**config.mk**
```make
export PLATFORM = sky130hd
export DESIGN_NAME = sswd_supervisor
export DESIGN_NICKNAME = d
export VERILOG_FILES = /design/src/hw/sswd_pkg.sv /design/src/hw/sswd_supervisor.sv /design/src/hw/sswd_sync3.sv
export SDC_FILE = /design/constraint.sdc
export NUM_CORES = 1
export LEC_CHECK = 0
export BUFFER_PORTS_ARGS = -buffer_cell sky130_fd_sc_hd__buf_2
export CAP_MARGIN = 20
export CORE_MARGIN = 8
export CORE_UTILIZATION = 48
export CTS_BUF_LIST = sky130_fd_sc_hd__clkbuf_4
export DETAILED_ROUTE_END_ITERATION = 12
export PLACE_DENSITY_LB_ADDON = 0.25
export SYNTH_ARGS = -nofsm -noshare
export SYNTH_HDL_FRONTEND = slang
export SYNTH_SLANG_ARGS = --single-unit
```
**constraint.sdc**
```tcl
create_clock -name sys_clk -period 3.3 [get_ports sys_clk]
set_input_delay 0.66 -clock sys_clk [delete_from_list [all_inputs] [get_ports sys_clk]]
set_output_delay 0.66 -clock sys_clk [all_outputs]
set_load 0.05 [all_outputs]
```
**src/hw/sswd_pkg.sv**
```systemverilog
package sswd_pkg;
   localparam int unsigned CLK_HZ = 10_000_000;
   localparam int unsigned CYC_PER_US = CLK_HZ / 1_000_000;
   // Shortest settings; the others are these doubled per field step
   localparam int unsigned RES_MIN_US = 8000;
   localparam int unsigned WD_MIN_US = 16000;
   localparam int unsigned RES_UNIT_CYC = RES_MIN_US * CYC_PER_US;
   localparam int unsigned WD_UNIT_CYC = WD_MIN_US * CYC_PER_US;
   localparam int unsigned WORD_BITS = 16;
   localparam logic [4:0] WORD_BITS_CNT = 5'h10;
   // Load waits one cycle past the pin synchroniser's latency
   localparam logic [2:0] SETTLE_CYC = 3'h5;
   localparam logic [15:0] CTRL_DEFAULT = 16'h4301;
   localparam int unsigned BIT_WDOFF1 = 0;
   localparam int unsigned TRK_LSB = 2;
   localparam int unsigned TRK_MSB = 7;
   localparam int unsigned BIT_NORMAL = 8;
   localparam int unsigned BIT_WDOFF2 = 9;
   localparam int unsigned BIT_RES_A = 10;
   localparam int unsigned BIT_RES_B = 11;
   localparam int unsigned BIT_WD_A = 12;
   localparam int unsigned BIT_WD_B = 13;
   localparam int unsigned BIT_WDOFF3 = 14;
   localparam int unsigned BIT_TRIG = 15;
   localparam logic [2:0] WATCHDOG_DISABLE_BITS_PATTERN = 3'h2;
   localparam logic [1:0] MAX_SHIFT = 2'h3;

   typedef enum logic [1:0]
   {
      WD_IDLE = 2'h0,
      WD_CLOSED = 2'h1,
      WD_OPEN = 2'h3,
      WD_FAIL = 2'h2
   } sswd_wd_e;

   typedef struct packed
   {
      logic anyErr;
      logic wdFail;
      logic ramGood1;
      logic ramGood2;
      logic [5:0] trkShort;
      logic [5:0] trkOpen;
   } sswd_status_s;

   typedef struct packed
   {
      logic spiClk;
      logic spiCsN;
      logic spiDi;
      logic [2:0] railGood;
      logic mainLow;
      logic secondLow;
      logic coldStart;
      logic overTemp;
      logic [5:0] trkShort;
      logic [5:0] trkOpen;
   } sswd_pins_s;

   // Pins as seen in reset: select idle high so no false frame start
   localparam sswd_pins_s PINS_IDLE = '{spiCsN: 1'b1, default: '0};
endpackage : sswd_pkg

```
**src/hw/sswd_supervisor.sv**
```systemverilog
// Contract
// - resets low until rail good plus delay
// - delay default 64 ms, settable 8/16/32
// - cold start restores default settings
// - warm start keeps last written settings
// - main rail retention low sets flag one
// - second rail retention low sets flag two
// - both flags clear after completed transfer
// - error pin low on fault, cause reported
// - trigger only on a full word, main reset released, bit one
// - trigger taken at select rising edge
// - pattern 010 alone disables the watchdog
// - each tracker follows its enable bit
// - tracker shorts reported per tracker
// - tracker open load reported per tracker
// - fail: error at once, reset after half window
// - early trigger or missing trigger fails
// - new control word adopted at select high
// - delay field 00/01/10/11 is 64/32/16/8
`timescale 1ns/1ns
`default_nettype none
module sswd_supervisor #(
   parameter int unsigned RES_UNIT_CYC = sswd_pkg::RES_UNIT_CYC,
   parameter int unsigned WD_UNIT_CYC = sswd_pkg::WD_UNIT_CYC
) (
   input wire logic sys_clk,
   input wire logic rst_n,
   input wire logic spiClk,
   input wire logic spiCsN,
   input wire logic spiDi,
   input wire logic [2:0] railGood,
   input wire logic mainBelowRetain,
   input wire logic secondBelowRetain,
   input wire logic coldStart,
   input wire logic overTemp,
   input wire logic [5:0] trackerShort,
   input wire logic [5:0] trackerOpen,
   output logic spiDoOut,
   output logic spiDoOe,
   output logic mainRailResetOut,
   output logic mainRailResetOe,
   output logic secondRailResetOut,
   output logic secondRailResetOe,
   output logic thirdRailResetOut,
   output logic thirdRailResetOe,
   output logic errN,
   output logic [5:0] sensorTrackerEn,
   output logic normalMode
);
   sswd_pkg::sswd_pins_s pinsRaw;
   sswd_pkg::sswd_pins_s pins;
   logic [$bits(sswd_pkg::sswd_pins_s)-1:0] pinsQ;

   assign pinsRaw = {spiClk, spiCsN, spiDi, railGood, mainBelowRetain,
      secondBelowRetain, coldStart, overTemp, trackerShort, trackerOpen};

   sswd_sync3 #(
      .WIDTH($bits(sswd_pkg::sswd_pins_s)),
      .RST_VAL(sswd_pkg::PINS_IDLE)
   ) uSync (
      .sys_clk(sys_clk),
      .rst_n(rst_n),
      .d(pinsRaw),
      .q(pinsQ)
   );
   assign pins = pinsQ;

   // Serial port
   logic sckPrev_r, sckPrev_nxt, csPrev_r, csPrev_nxt, diBit_r, diBit_nxt;
   logic [15:0] sh_r, sh_nxt;
   logic [4:0] bitCnt_r, bitCnt_nxt;
   logic doOut_r, doOut_nxt, doOe_r, doOe_nxt;
   logic sckRise, sckFall, csFall, csRise, frameEnd, frameDone, trig;
   sswd_pkg::sswd_status_s status;
   logic [2:0] rstOut_r;
   logic wdErr_r, ram1_r, ram2_r;

   assign sckRise = pins.spiClk & ~sckPrev_r;
   assign sckFall = ~pins.spiClk & sckPrev_r;
   assign csFall = ~pins.spiCsN & csPrev_r;
   assign csRise = pins.spiCsN & ~csPrev_r;
   assign frameEnd = csRise && (bitCnt_r == sswd_pkg::WORD_BITS_CNT);
   // No command is taken while the main reset is still held
   assign frameDone = frameEnd & rstOut_r[0];
   assign trig = frameDone & sh_r[sswd_pkg::BIT_TRIG];

   always_comb
   begin
      status.anyErr = ~errN;
      status.wdFail = wdErr_r;
      status.ramGood1 = ram1_r;
      status.ramGood2 = ram2_r;
      status.trkShort = pins.trkShort;
      status.trkOpen = pins.trkOpen;
   end

   always_comb
   begin
      sckPrev_nxt = pins.spiClk;
      csPrev_nxt = pins.spiCsN;
      diBit_nxt = diBit_r;
      sh_nxt = sh_r;
      bitCnt_nxt = bitCnt_r;
      doOut_nxt = doOut_r;
      doOe_nxt = pins.spiCsN;
      if (csFall)
      begin
         sh_nxt = status;
         bitCnt_nxt = '0;
         doOut_nxt = status[15];
      end
      else if (!pins.spiCsN)
      begin
         if (sckRise)
         begin
            diBit_nxt = pins.spiDi;
         end
         if (sckFall)
         begin
            // Status leaves and command enters the same register
            sh_nxt = {sh_r[14:0], diBit_r};
            doOut_nxt = sh_r[14];
            if (bitCnt_r != sswd_pkg::WORD_BITS_CNT)
            begin
               bitCnt_nxt = bitCnt_r + 5'h1;
            end
         end
      end
   end

   always_ff @(posedge sys_clk or negedge rst_n)
   begin
      if (!rst_n)
      begin
         sckPrev_r <= 1'b0;
         csPrev_r <= 1'b1;
         diBit_r <= 1'b0;
         sh_r <= '0;
         bitCnt_r <= '0;
         doOut_r <= 1'b0;
         doOe_r <= 1'b1;
      end
      else
      begin
         sckPrev_r <= sckPrev_nxt;
         csPrev_r <= csPrev_nxt;
         diBit_r <= diBit_nxt;
         sh_r <= sh_nxt;
         bitCnt_r <= bitCnt_nxt;
         doOut_r <= doOut_nxt;
         doOe_r <= doOe_nxt;
      end
   end

   // Control word, retention copy and flags
   logic [15:0] ctrl_r, ctrl_nxt, shadow_r, shadow_nxt;
   logic [2:0] settle_r, settle_nxt;
   logic loadNow, loadDone, ram1_nxt, ram2_nxt;
   logic [5:0] trkEn_r, trkEn_nxt;
   logic normal_r, normal_nxt;

   assign loadDone = (settle_r == sswd_pkg::SETTLE_CYC);
   assign loadNow = (settle_r == sswd_pkg::SETTLE_CYC - 3'h1);

   always_comb
   begin
      settle_nxt = loadDone ? settle_r : settle_r + 3'h1;
      ctrl_nxt = ctrl_r;
      shadow_nxt = shadow_r;
      if (loadNow && !pins.coldStart)
      begin
         ctrl_nxt = shadow_r;
      end
      if (frameDone)
      begin
         ctrl_nxt = sh_r;
         shadow_nxt = sh_r;
      end
      // Set wins over the clear at the end of a transfer
      ram1_nxt = (ram1_r & ~frameEnd) | pins.mainLow
         | (loadNow & pins.coldStart);
      ram2_nxt = (ram2_r & ~frameEnd) | pins.secondLow;
      trkEn_nxt = ctrl_r[sswd_pkg::TRK_MSB:sswd_pkg::TRK_LSB];
      normal_nxt = ctrl_r[sswd_pkg::BIT_NORMAL];
   end

   // Retention copy rides through the main reset; it lives on standby
   always_ff @(posedge sys_clk)
   begin
      shadow_r <= shadow_nxt;
   end

   always_ff @(posedge sys_clk or negedge rst_n)
   begin
      if (!rst_n)
      begin
         settle_r <= '0;
         ctrl_r <= sswd_pkg::CTRL_DEFAULT;
         ram1_r <= 1'b0;
         ram2_r <= 1'b0;
         trkEn_r <= '0;
         normal_r <= 1'b1;
      end
      else
      begin
         settle_r <= settle_nxt;
         ctrl_r <= ctrl_nxt;
         ram1_r <= ram1_nxt;
         ram2_r <= ram2_nxt;
         trkEn_r <= trkEn_nxt;
         normal_r <= normal_nxt;
      end
   end

   // Reset outputs, one delay counter per rail
   logic [1:0] resShift, wdShift;
   logic [31:0] resDelay, winCyc;
   logic wdRst_r;
   logic [31:0] rstCnt_r [3];

   assign resShift = sswd_pkg::MAX_SHIFT
      - {ctrl_r[sswd_pkg::BIT_RES_B], ctrl_r[sswd_pkg::BIT_RES_A]};
   assign resDelay = 32'(RES_UNIT_CYC) << resShift;
   assign wdShift = sswd_pkg::MAX_SHIFT
      - {ctrl_r[sswd_pkg::BIT_WD_B], ctrl_r[sswd_pkg::BIT_WD_A]};
   assign winCyc = 32'(WD_UNIT_CYC) << wdShift;

   for (genvar g = 0; g < 3; g++)
   begin : gRail
      logic hold;
      logic [31:0] cnt_nxt;
      logic out_nxt;
      always_comb
      begin
         hold = ~pins.railGood[g] | ~loadDone | ((g == 0) & wdRst_r);
         cnt_nxt = rstCnt_r[g];
         if (hold)
         begin
            cnt_nxt = '0;
         end
         else if (rstCnt_r[g] < resDelay)
         begin
            cnt_nxt = rstCnt_r[g] + 32'h1;
         end
         out_nxt = ~hold && (rstCnt_r[g] >= resDelay);
      end
      always_ff @(posedge sys_clk or negedge rst_n)
      begin
         if (!rst_n)
         begin
            rstCnt_r[g] <= '0;
            rstOut_r[g] <= 1'b0;
         end
         else
         begin
            rstCnt_r[g] <= cnt_nxt;
            rstOut_r[g] <= out_nxt;
         end
      end
   end

   // Window watchdog
   sswd_pkg::sswd_wd_e wdState_r, wdState_nxt;
   logic [31:0] wdCnt_r, wdCnt_nxt;
   logic wdErr_nxt, wdRst_nxt, errN_r, errN_nxt, wdOff;

   assign wdOff = ({ctrl_r[sswd_pkg::BIT_WDOFF1], ctrl_r[sswd_pkg::BIT_WDOFF2],
      ctrl_r[sswd_pkg::BIT_WDOFF3]} == sswd_pkg::WATCHDOG_DISABLE_BITS_PATTERN);

   always_comb
   begin
      wdState_nxt = wdState_r;
      wdCnt_nxt = wdCnt_r + 32'h1;
      wdErr_nxt = wdErr_r & ~frameEnd;
      wdRst_nxt = 1'b0;
      unique case (wdState_r)
         sswd_pkg::WD_IDLE:
         begin
            wdCnt_nxt = '0;
            if (rstOut_r[0] && !wdOff)
            begin
               wdState_nxt = sswd_pkg::WD_CLOSED;
            end
         end
         sswd_pkg::WD_CLOSED:
         begin
            if (wdOff || !rstOut_r[0])
            begin
               wdState_nxt = sswd_pkg::WD_IDLE;
            end
            else if (trig)
            begin
               wdState_nxt = sswd_pkg::WD_FAIL;
               wdCnt_nxt = '0;
               wdErr_nxt = 1'b1;
            end
            else if (wdCnt_r >= winCyc - 32'h1)
            begin
               wdState_nxt = sswd_pkg::WD_OPEN;
               wdCnt_nxt = '0;
            end
         end
         sswd_pkg::WD_OPEN:
         begin
            if (wdOff || !rstOut_r[0])
            begin
               wdState_nxt = sswd_pkg::WD_IDLE;
            end
            else if (trig)
            begin
               // A new window length takes effect from this window on
               wdState_nxt = sswd_pkg::WD_CLOSED;
               wdCnt_nxt = '0;
            end
            else if (wdCnt_r >= winCyc - 32'h1)
            begin
               wdState_nxt = sswd_pkg::WD_FAIL;
               wdCnt_nxt = '0;
               wdErr_nxt = 1'b1;
            end
         end
         sswd_pkg::WD_FAIL:
         begin
            if (wdCnt_r >= (winCyc >> 1) - 32'h1)
            begin
               wdRst_nxt = 1'b1;
               wdState_nxt = sswd_pkg::WD_IDLE;
            end
         end
      endcase
      errN_nxt = ~(wdErr_nxt | pins.overTemp | (|pins.trkShort));
   end

   always_ff @(posedge sys_clk or negedge rst_n)
   begin
      if (!rst_n)
      begin
         wdState_r <= sswd_pkg::WD_IDLE;
         wdCnt_r <= '0;
         wdErr_r <= 1'b0;
         wdRst_r <= 1'b0;
         errN_r <= 1'b1;
      end
      else
      begin
         wdState_r <= wdState_nxt;
         wdCnt_r <= wdCnt_nxt;
         wdErr_r <= wdErr_nxt;
         wdRst_r <= wdRst_nxt;
         errN_r <= errN_nxt;
      end
   end

   // Open-collector pins: enable low while pulling the line low
   assign mainRailResetOut = rstOut_r[0];
   assign mainRailResetOe = rstOut_r[0];
   assign secondRailResetOut = rstOut_r[1];
   assign secondRailResetOe = rstOut_r[1];
   assign thirdRailResetOut = rstOut_r[2];
   assign thirdRailResetOe = rstOut_r[2];
   assign spiDoOut = doOut_r;
   assign spiDoOe = doOe_r;
   assign errN = errN_r;
   assign sensorTrackerEn = trkEn_r;
   assign normalMode = normal_r;
endmodule : sswd_supervisor
`default_nettype wire

```
**src/hw/sswd_sync3.sv**
```systemverilog
`timescale 1ns/1ns
`default_nettype none
module sswd_sync3 #(
   parameter int unsigned WIDTH = 1,
   parameter logic [WIDTH-1:0] RST_VAL = '0
) (
   input wire logic sys_clk,
   input wire logic rst_n,
   input wire logic [WIDTH-1:0] d,
   output logic [WIDTH-1:0] q
);
   logic [WIDTH-1:0] s1_r;
   logic [WIDTH-1:0] s2_r;
   logic [WIDTH-1:0] s3_r;
   logic [WIDTH-1:0] q_r;
   logic [WIDTH-1:0] q_nxt;

   // A change is taken only once stages two and three agree
   always_comb
   begin
      q_nxt = q_r;
      for (int i = 0; i < WIDTH; i++)
      begin
         if (s2_r[i] == s3_r[i])
         begin
            q_nxt[i] = s3_r[i];
         end
      end
   end

   always_ff @(posedge sys_clk or negedge rst_n)
   begin
      if (!rst_n)
      begin
         s1_r <= RST_VAL;
         s2_r <= RST_VAL;
         s3_r <= RST_VAL;
         q_r <= RST_VAL;
      end
      else
      begin
         s1_r <= d;
         s2_r <= s1_r;
         s3_r <= s2_r;
         q_r <= q_nxt;
      end
   end

   assign q = q_r;
endmodule : sswd_sync3
`default_nettype wire

```
Word-level counts from Yosys, hierarchy flattened
Cells that the tools add are included.
{ "totals": {"in_bits": 24, "elab_cells": 200, "reg_bits": 291, "output_inout_bits": 16} }
{ "classes": {"n_lt_le_gt_ge": 8, "n_bitwise": 34, "eq_ne": 35, "n_addsub": 10, "n_reduce_logical": 23, "n_mux": 39, "shifts": 2} }
{ "op_table": {"columns": ["cell", "count"], "rows": [
  ["2-to-1 mux 32 bit", 9],
  ["greater-or-equal comparator 32 bit", 5],
  ["adder 32 x 1 -> 32 bit (second input constant)", 4],
  ["less-than comparator 32 bit", 3],
  ["case mux 32 bit (2 select lines)", 1],
  ["2-to-1 mux 16 bit", 3],
  ["<< shifter 17 x 2 -> 32 bit (first input constant)", 1],
  ["<< shifter 18 x 2 -> 32 bit (first input constant)", 1],
  ["subtractor 31 x 1 -> 32 bit (second input constant)", 1],
  ["subtractor 32 x 1 -> 32 bit (second input constant)", 1],
  ["2-to-1 mux 15 bit", 2],
  ["== test 1 bit", 22],
  ["2-to-1 mux 5 bit", 4],
  ["2-to-1 mux 2 bit", 8],
  ["NOT 1 bit", 15],
  ["nonzero test 2 bit", 6],
  ["bitwise AND 1 bit", 10],
  ["2-to-1 mux 1 bit", 10],
  ["bitwise OR 1 bit", 9],
  ["!= test 4 bit (second input constant)", 2],
  ["case mux 2 bit (4 select lines)", 1],
  ["== test 3 bit (second input constant)", 2],
  ["logical AND 1 bit", 6],
  ["!= test 2 bit (second input constant)", 3],
  ["17 further kinds", 22]
]} }

Longest topological paths before layout
{ "depth": {"word_depth": 12, "ltp_mapped": 11, "ltp_nobuf": 10} }

Hierarchy
A second synthesis with hierarchy kept.
{ "unflattened": {"hier_cells": 1186, "area_unflattened_um2": 13346.6} }
{ "by_module_without_submodules": {"columns": ["mod", "area_per_inst_um2", "instances", "seq_area_each_um2", "cells_per_inst"], "rows": [
  ["sswd_supervisor", 10891.7, 1, 5083.6, 1076],
  ["sswd_sync3", 2454.9, 1, 2207.1, 110]
]} }

Least setup slack after synthesis
OpenSTA, ideal clock, no wires.
{ "synth_path": {"path_type": "register to register", "from": "reg ctrl_r[11]", "to": "reg rstCnt_r[48] in the netlist's numbering", "path_slack_ps": 340, "required_time_ps": 3219, "synth_period_minus_slack_ps": 2960, "setup_ps": 81, "stages_incl_launch_ff": 11, "path_buffers": 0, "arrival_ps": 2878, "path_cell_list": "dfrtp_1 -> inv_1 -> ha_1 -> inv_1 -> ha_1 -> a211oi_1 -> nand4b_4 -> a211oi_4 -> nand4_2 -> or4_1 -> a21oi_1"} }
{ "synth_between": {"elab_chain_len": 4} }
{ "synth_rtl": {"columns": ["item", "line", "source"], "rows": [
  ["start, declared", "sswd_supervisor.sv:156", "logic [15:0] ctrl_r, ctrl_nxt, shadow_r, shadow_nxt;"],
  ["start signal, assigned", "sswd_supervisor.sv:198", "ctrl_r <= sswd_pkg::CTRL_DEFAULT;"],
  ["start signal, assigned", "sswd_supervisor.sv:207", "ctrl_r <= ctrl_nxt;"],
  ["subtractor 2 bit", "sswd_supervisor.sv:222", "- {ctrl_r[sswd_pkg::BIT_RES_B], ctrl_r[sswd_pkg::BIT_RES_A]};"],
  ["<< shifter 17 x 2 -> 32 bit", "sswd_supervisor.sv:223", "assign resDelay = 32'(RES_UNIT_CYC) << resShift;"],
  ["less-than comparator 32 bit", "sswd_supervisor.sv:241", "else if (rstCnt_r[g] < resDelay)"],
  ["nonzero test 2 bit (no source line)", null, null],
  ["end signal, assigned by index", "sswd_supervisor.sv:256", "rstCnt_r[g] <= cnt_nxt;"],
  ["end, declared", "sswd_supervisor.sv:219", "logic [31:0] rstCnt_r [3];"]
]} }
Every way passes these cells.
A chain may end at the register's enable or synchronous reset.

Final worst setup path
{ "layout_path": {"from": "reg ctrl_r[10]", "to": "reg rstCnt_r[48] in the netlist's numbering"} }
Same word-level chain as after synthesis.

==> flow_summary_export.csv <==
group,metric,value,unit
synth,avgSynthCellArea,11.2,um2
clock_network,cts_buffer_depth,3,
worst_hold_path,hold_path.class,"primary input to flip-flop",
power_and_ir_drop,ir_drop,0.354,mV
placed_design,gp_congestion,0.796,
power_and_ir_drop,p_sw,2070,uW
final_layout,seqCellArea,0.00729,mm2
timing,finalCriticalPeriod,3.07,ns
timing,timing.hold.ws,0.0808,ns
die,start_util,0.484,
timing,fin_worst_skew,0.0706,ns
clock_network,path_clk_slew,0.06,ns
synth,ys_seq_area_frac,0.547,
synth,yosysWarnings,0,
global_routing,grtUsageTotal,0.163,
final_layout,final_nets,1476,
detailed_routing,drt_iter0_markers,487,
final_layout,multi_input_area,0.00587,mm2
power_and_ir_drop,p_leak,0.00706,uW
final_layout,nFillCells,2332,
timing,hold_violations,0,
global_routing,grt_pass1_vias,9441,
power_and_ir_drop,seqPwrFrac,0.515,
timing,setup_slack,0.234,ns
die,num_rows,61,
die,die-area,0.0334,mm2
worst_setup_path,crit_type,"flip-flop to flip-flop",
clock_network,cts_htree_levels,3,
power_and_ir_drop,combPwrFrac,0.083,
placed_design,placed_cell_area,0.0142,mm2
placed_design,dp_hpwl,17400,um
synth,syn-cell-area,0.0133,mm2
worst_setup_path,cp.required,3.90,ns
clock_network,cts.sinks,288,
detailed_routing,via_per_inst,5.17,
global_routing,grt.overflow.total,0,
clock_network,cts_inserted_buffers,76,
timing,finalSetupViolCount,0,
detailed_routing,drcViolationCount,0,
placed_design,dpl.cell_count,1625,
final_layout,drive_gt1_frac,0.155,
global_routing,grt_max_degree,78,
detailed_routing,dr.pass1.iters,5,
worst_setup_path,arrival,3.67,ns
worst_setup_path,endpoint_kind,"flip-flop",
worst_setup_path,path_max_fanout,10,
clock_network,cts_tree,"done",
synth,synth_cell_type_count,62,
synth,netlist_instances,1195,
power_and_ir_drop,switching_share,0.268,
detailed_routing,ant_nets,0,
worst_setup_path,crit_path_start_kind,"flip-flop",
synth,yosys_register_bits,288,
placed_design,port_buffers,39,
clock_network,clock_latency,0.71,ns
power_and_ir_drop,pwr_density_cell,501,mW/mm2
die,dieHeight,183,um
timing,slew_headroom,0.369,
timing,worst_pin_slew,0.944,ns
die,ios,40,
final_layout,synthToLayoutAreaGrowth,15.2,%
flow_run,drv_cap,0,
die,dieWidth,183,um
timing,rsz0062_at_grt,"false",
final_layout,stdcell_area,0.0154,mm2
synth,async_flop_share,0.951,
power_and_ir_drop,pwr-share-clk,0.402,
final_layout,stdcell_count,1781,
timing,maxSlewViolCount,0,
detailed_routing,wl_per_cell,14.6,um
synth,synthFlopType,"dfrtp_1",
timing,max_freq,326,MHz
synth,synth-edff-count,14,
clock_network,root_buffer,"clkbuf_4",
global_routing,grt_pass1_wl,45400,um
detailed_routing,vias,9216,
timing,fin_setup_tns,0,ns
detailed_routing,wirelength,25900,um
die,core_area,0.0276,mm2
global_routing,antenna_found_initial,1,
run_status,outcome,"complete, no violations",
placed_design,pre_cts_ws,0.0426,ns
timing,period_share,0.929,
power_and_ir_drop,internal_power,5630,uW
-- flip-flops by register name, summed over array words and instances, names as in the netlist, 14 cells and up --
register,count
ctrl_r,14
rstCnt_r,96
sh_r,16
shadow_r,14
uSync.q,22
uSync.s1_r,22
uSync.s2_r,22
uSync.s3_r,22
wdCnt_r,32
-- cell usage in the layout (no fill, tap or decap), types with 9 or more instances in the layout --
master / instances
dfrtp_1: 263
clkbuf_4: 113
ha_1: 110
nor2_1: 102
a21oi_1: 91
nand2_1: 88
o21ai_0: 57
and2_1: 43
inv_1: 39
nand4_1: 39
buf_2: 38
nand3_1: 35
xor2_1: 30
mux2i_1: 30
or3_1: 27
xnor2_1: 24
conb_1: 23
maj3_1: 22
buf_4: 18
dlygate4sd3_1: 17
clkinv_1: 16
edfxtp_1: 14
and3_1: 13
nor4_1: 12
or4_1: 11
dfstp_2: 11
nor3_1: 10
and4_1: 9
o31ai_1: 9
-- Yosys cell counts, types with 30 or more instances --
library cell / count / area (um2)
nand2_1: 88 / 330
xor2_1: 30 / 263
nand3_1: 35 / 175
a21oi_1: 92 / 460
dfrtp_1: 263 / 6580
inv_1: 39 / 146
mux2i_1: 30 / 300
nor2_1: 102 / 383
nand4_1: 39 / 244
ha_1: 110 / 1380
o21ai_0: 57 / 285
and2_1: 43 / 269
-- final cells by class --
cell class              instances  share of cell area
flip-flops and latches        288               0.475
diodes                          1            0.000163
well taps                     378              0.0308
multi-input cells             859               0.382
clock buffers                 113              0.0552
clock inverters                25             0.00896
repair buffers                 78              0.0384
inverters                      39             0.00953
-- critical path: stages, from the launching register on --
cell	delay, ns
dfrtp_1	0.39
inv_1	0.08
ha_1	0.25
inv_1	0.25
ha_1	0.33
a211oi_2	0.30
nand4b_4	0.13
a211oi_4	0.34
nand4_2	0.27
or4_1	0.52
a21oi_1	0.15
-- metrics by stage --
stage | total power, uW | util
6_report | 7700 | 0.558
4_1_cts | 7860 | 0.557
2_1_floorplan | 4390 | -
3_3_place_gp | 4630 | 0.515
5_1_grt | 8160 | 0.558
3_5_place_dp | 4660 | 0.515
-- power groups by stage --
stage | sequential (uW) | combinational (uW) | clock (uW)
3_5_place_dp | 4030 | 634 | 0
6_report | 3970 | 640 | 3100
2_1_floorplan | 4020 | 376 | 0
3_3_place_gp | 4020 | 613 | 0
5_1_grt | 4000 | 753 | 3420
4_1_cts | 3970 | 651 | 3240
-- metal layers --
metal	routed length (um)	vias to the layer above	GRT usage
li1	-	4569	-
met1	12400	4433	0.216
met2	12000	171	0.256
met3	1030	43	0.0404
met4	517	0	0.0600
met5	0	-	0
-- worst paths after layout --
path | start | endpoint | depth (start not counted) | slack (ns)
min reg2reg | uSync.s1_r[19] | uSync.s2_r[19] | 0 | 0.34
max in group asynchronous | rst_n | uSync.s2_r[13] | 3 | 1.90
min in group asynchronous | rst_n | wdState_r[0] | 2 | 0.57
min | secondBelowRetain | uSync.s1_r[14] | 1 | 0.08
max reg2reg | ctrl_r[10] | rstCnt_r[48] | 10 | 0.23
max | ctrl_r[10] | rstCnt_r[48] | 10 | 0.23
-- what timing repair did --
item | 4_1_cts | 5_1_grt
resized for setup | 0 | 2
buffers inserted | 0 | 0
setup endpoints to repair | 0 | 3
hold endpoints to repair | 82 | 0
hold buffers | 17 | 0
-- kinds of logic after synthesis --
family          Yosys count  synth area share
compound gates          205            0.0904
xor+xnor                 54            0.0355
fa+ha+maj               132             0.120
buf+inv                  70            0.0207
flops                   288             0.547
mux                      31            0.0234
other cells               1          0.000281
simple gates            414             0.163
No activity file was read; power rests on OpenSTA's default activity.
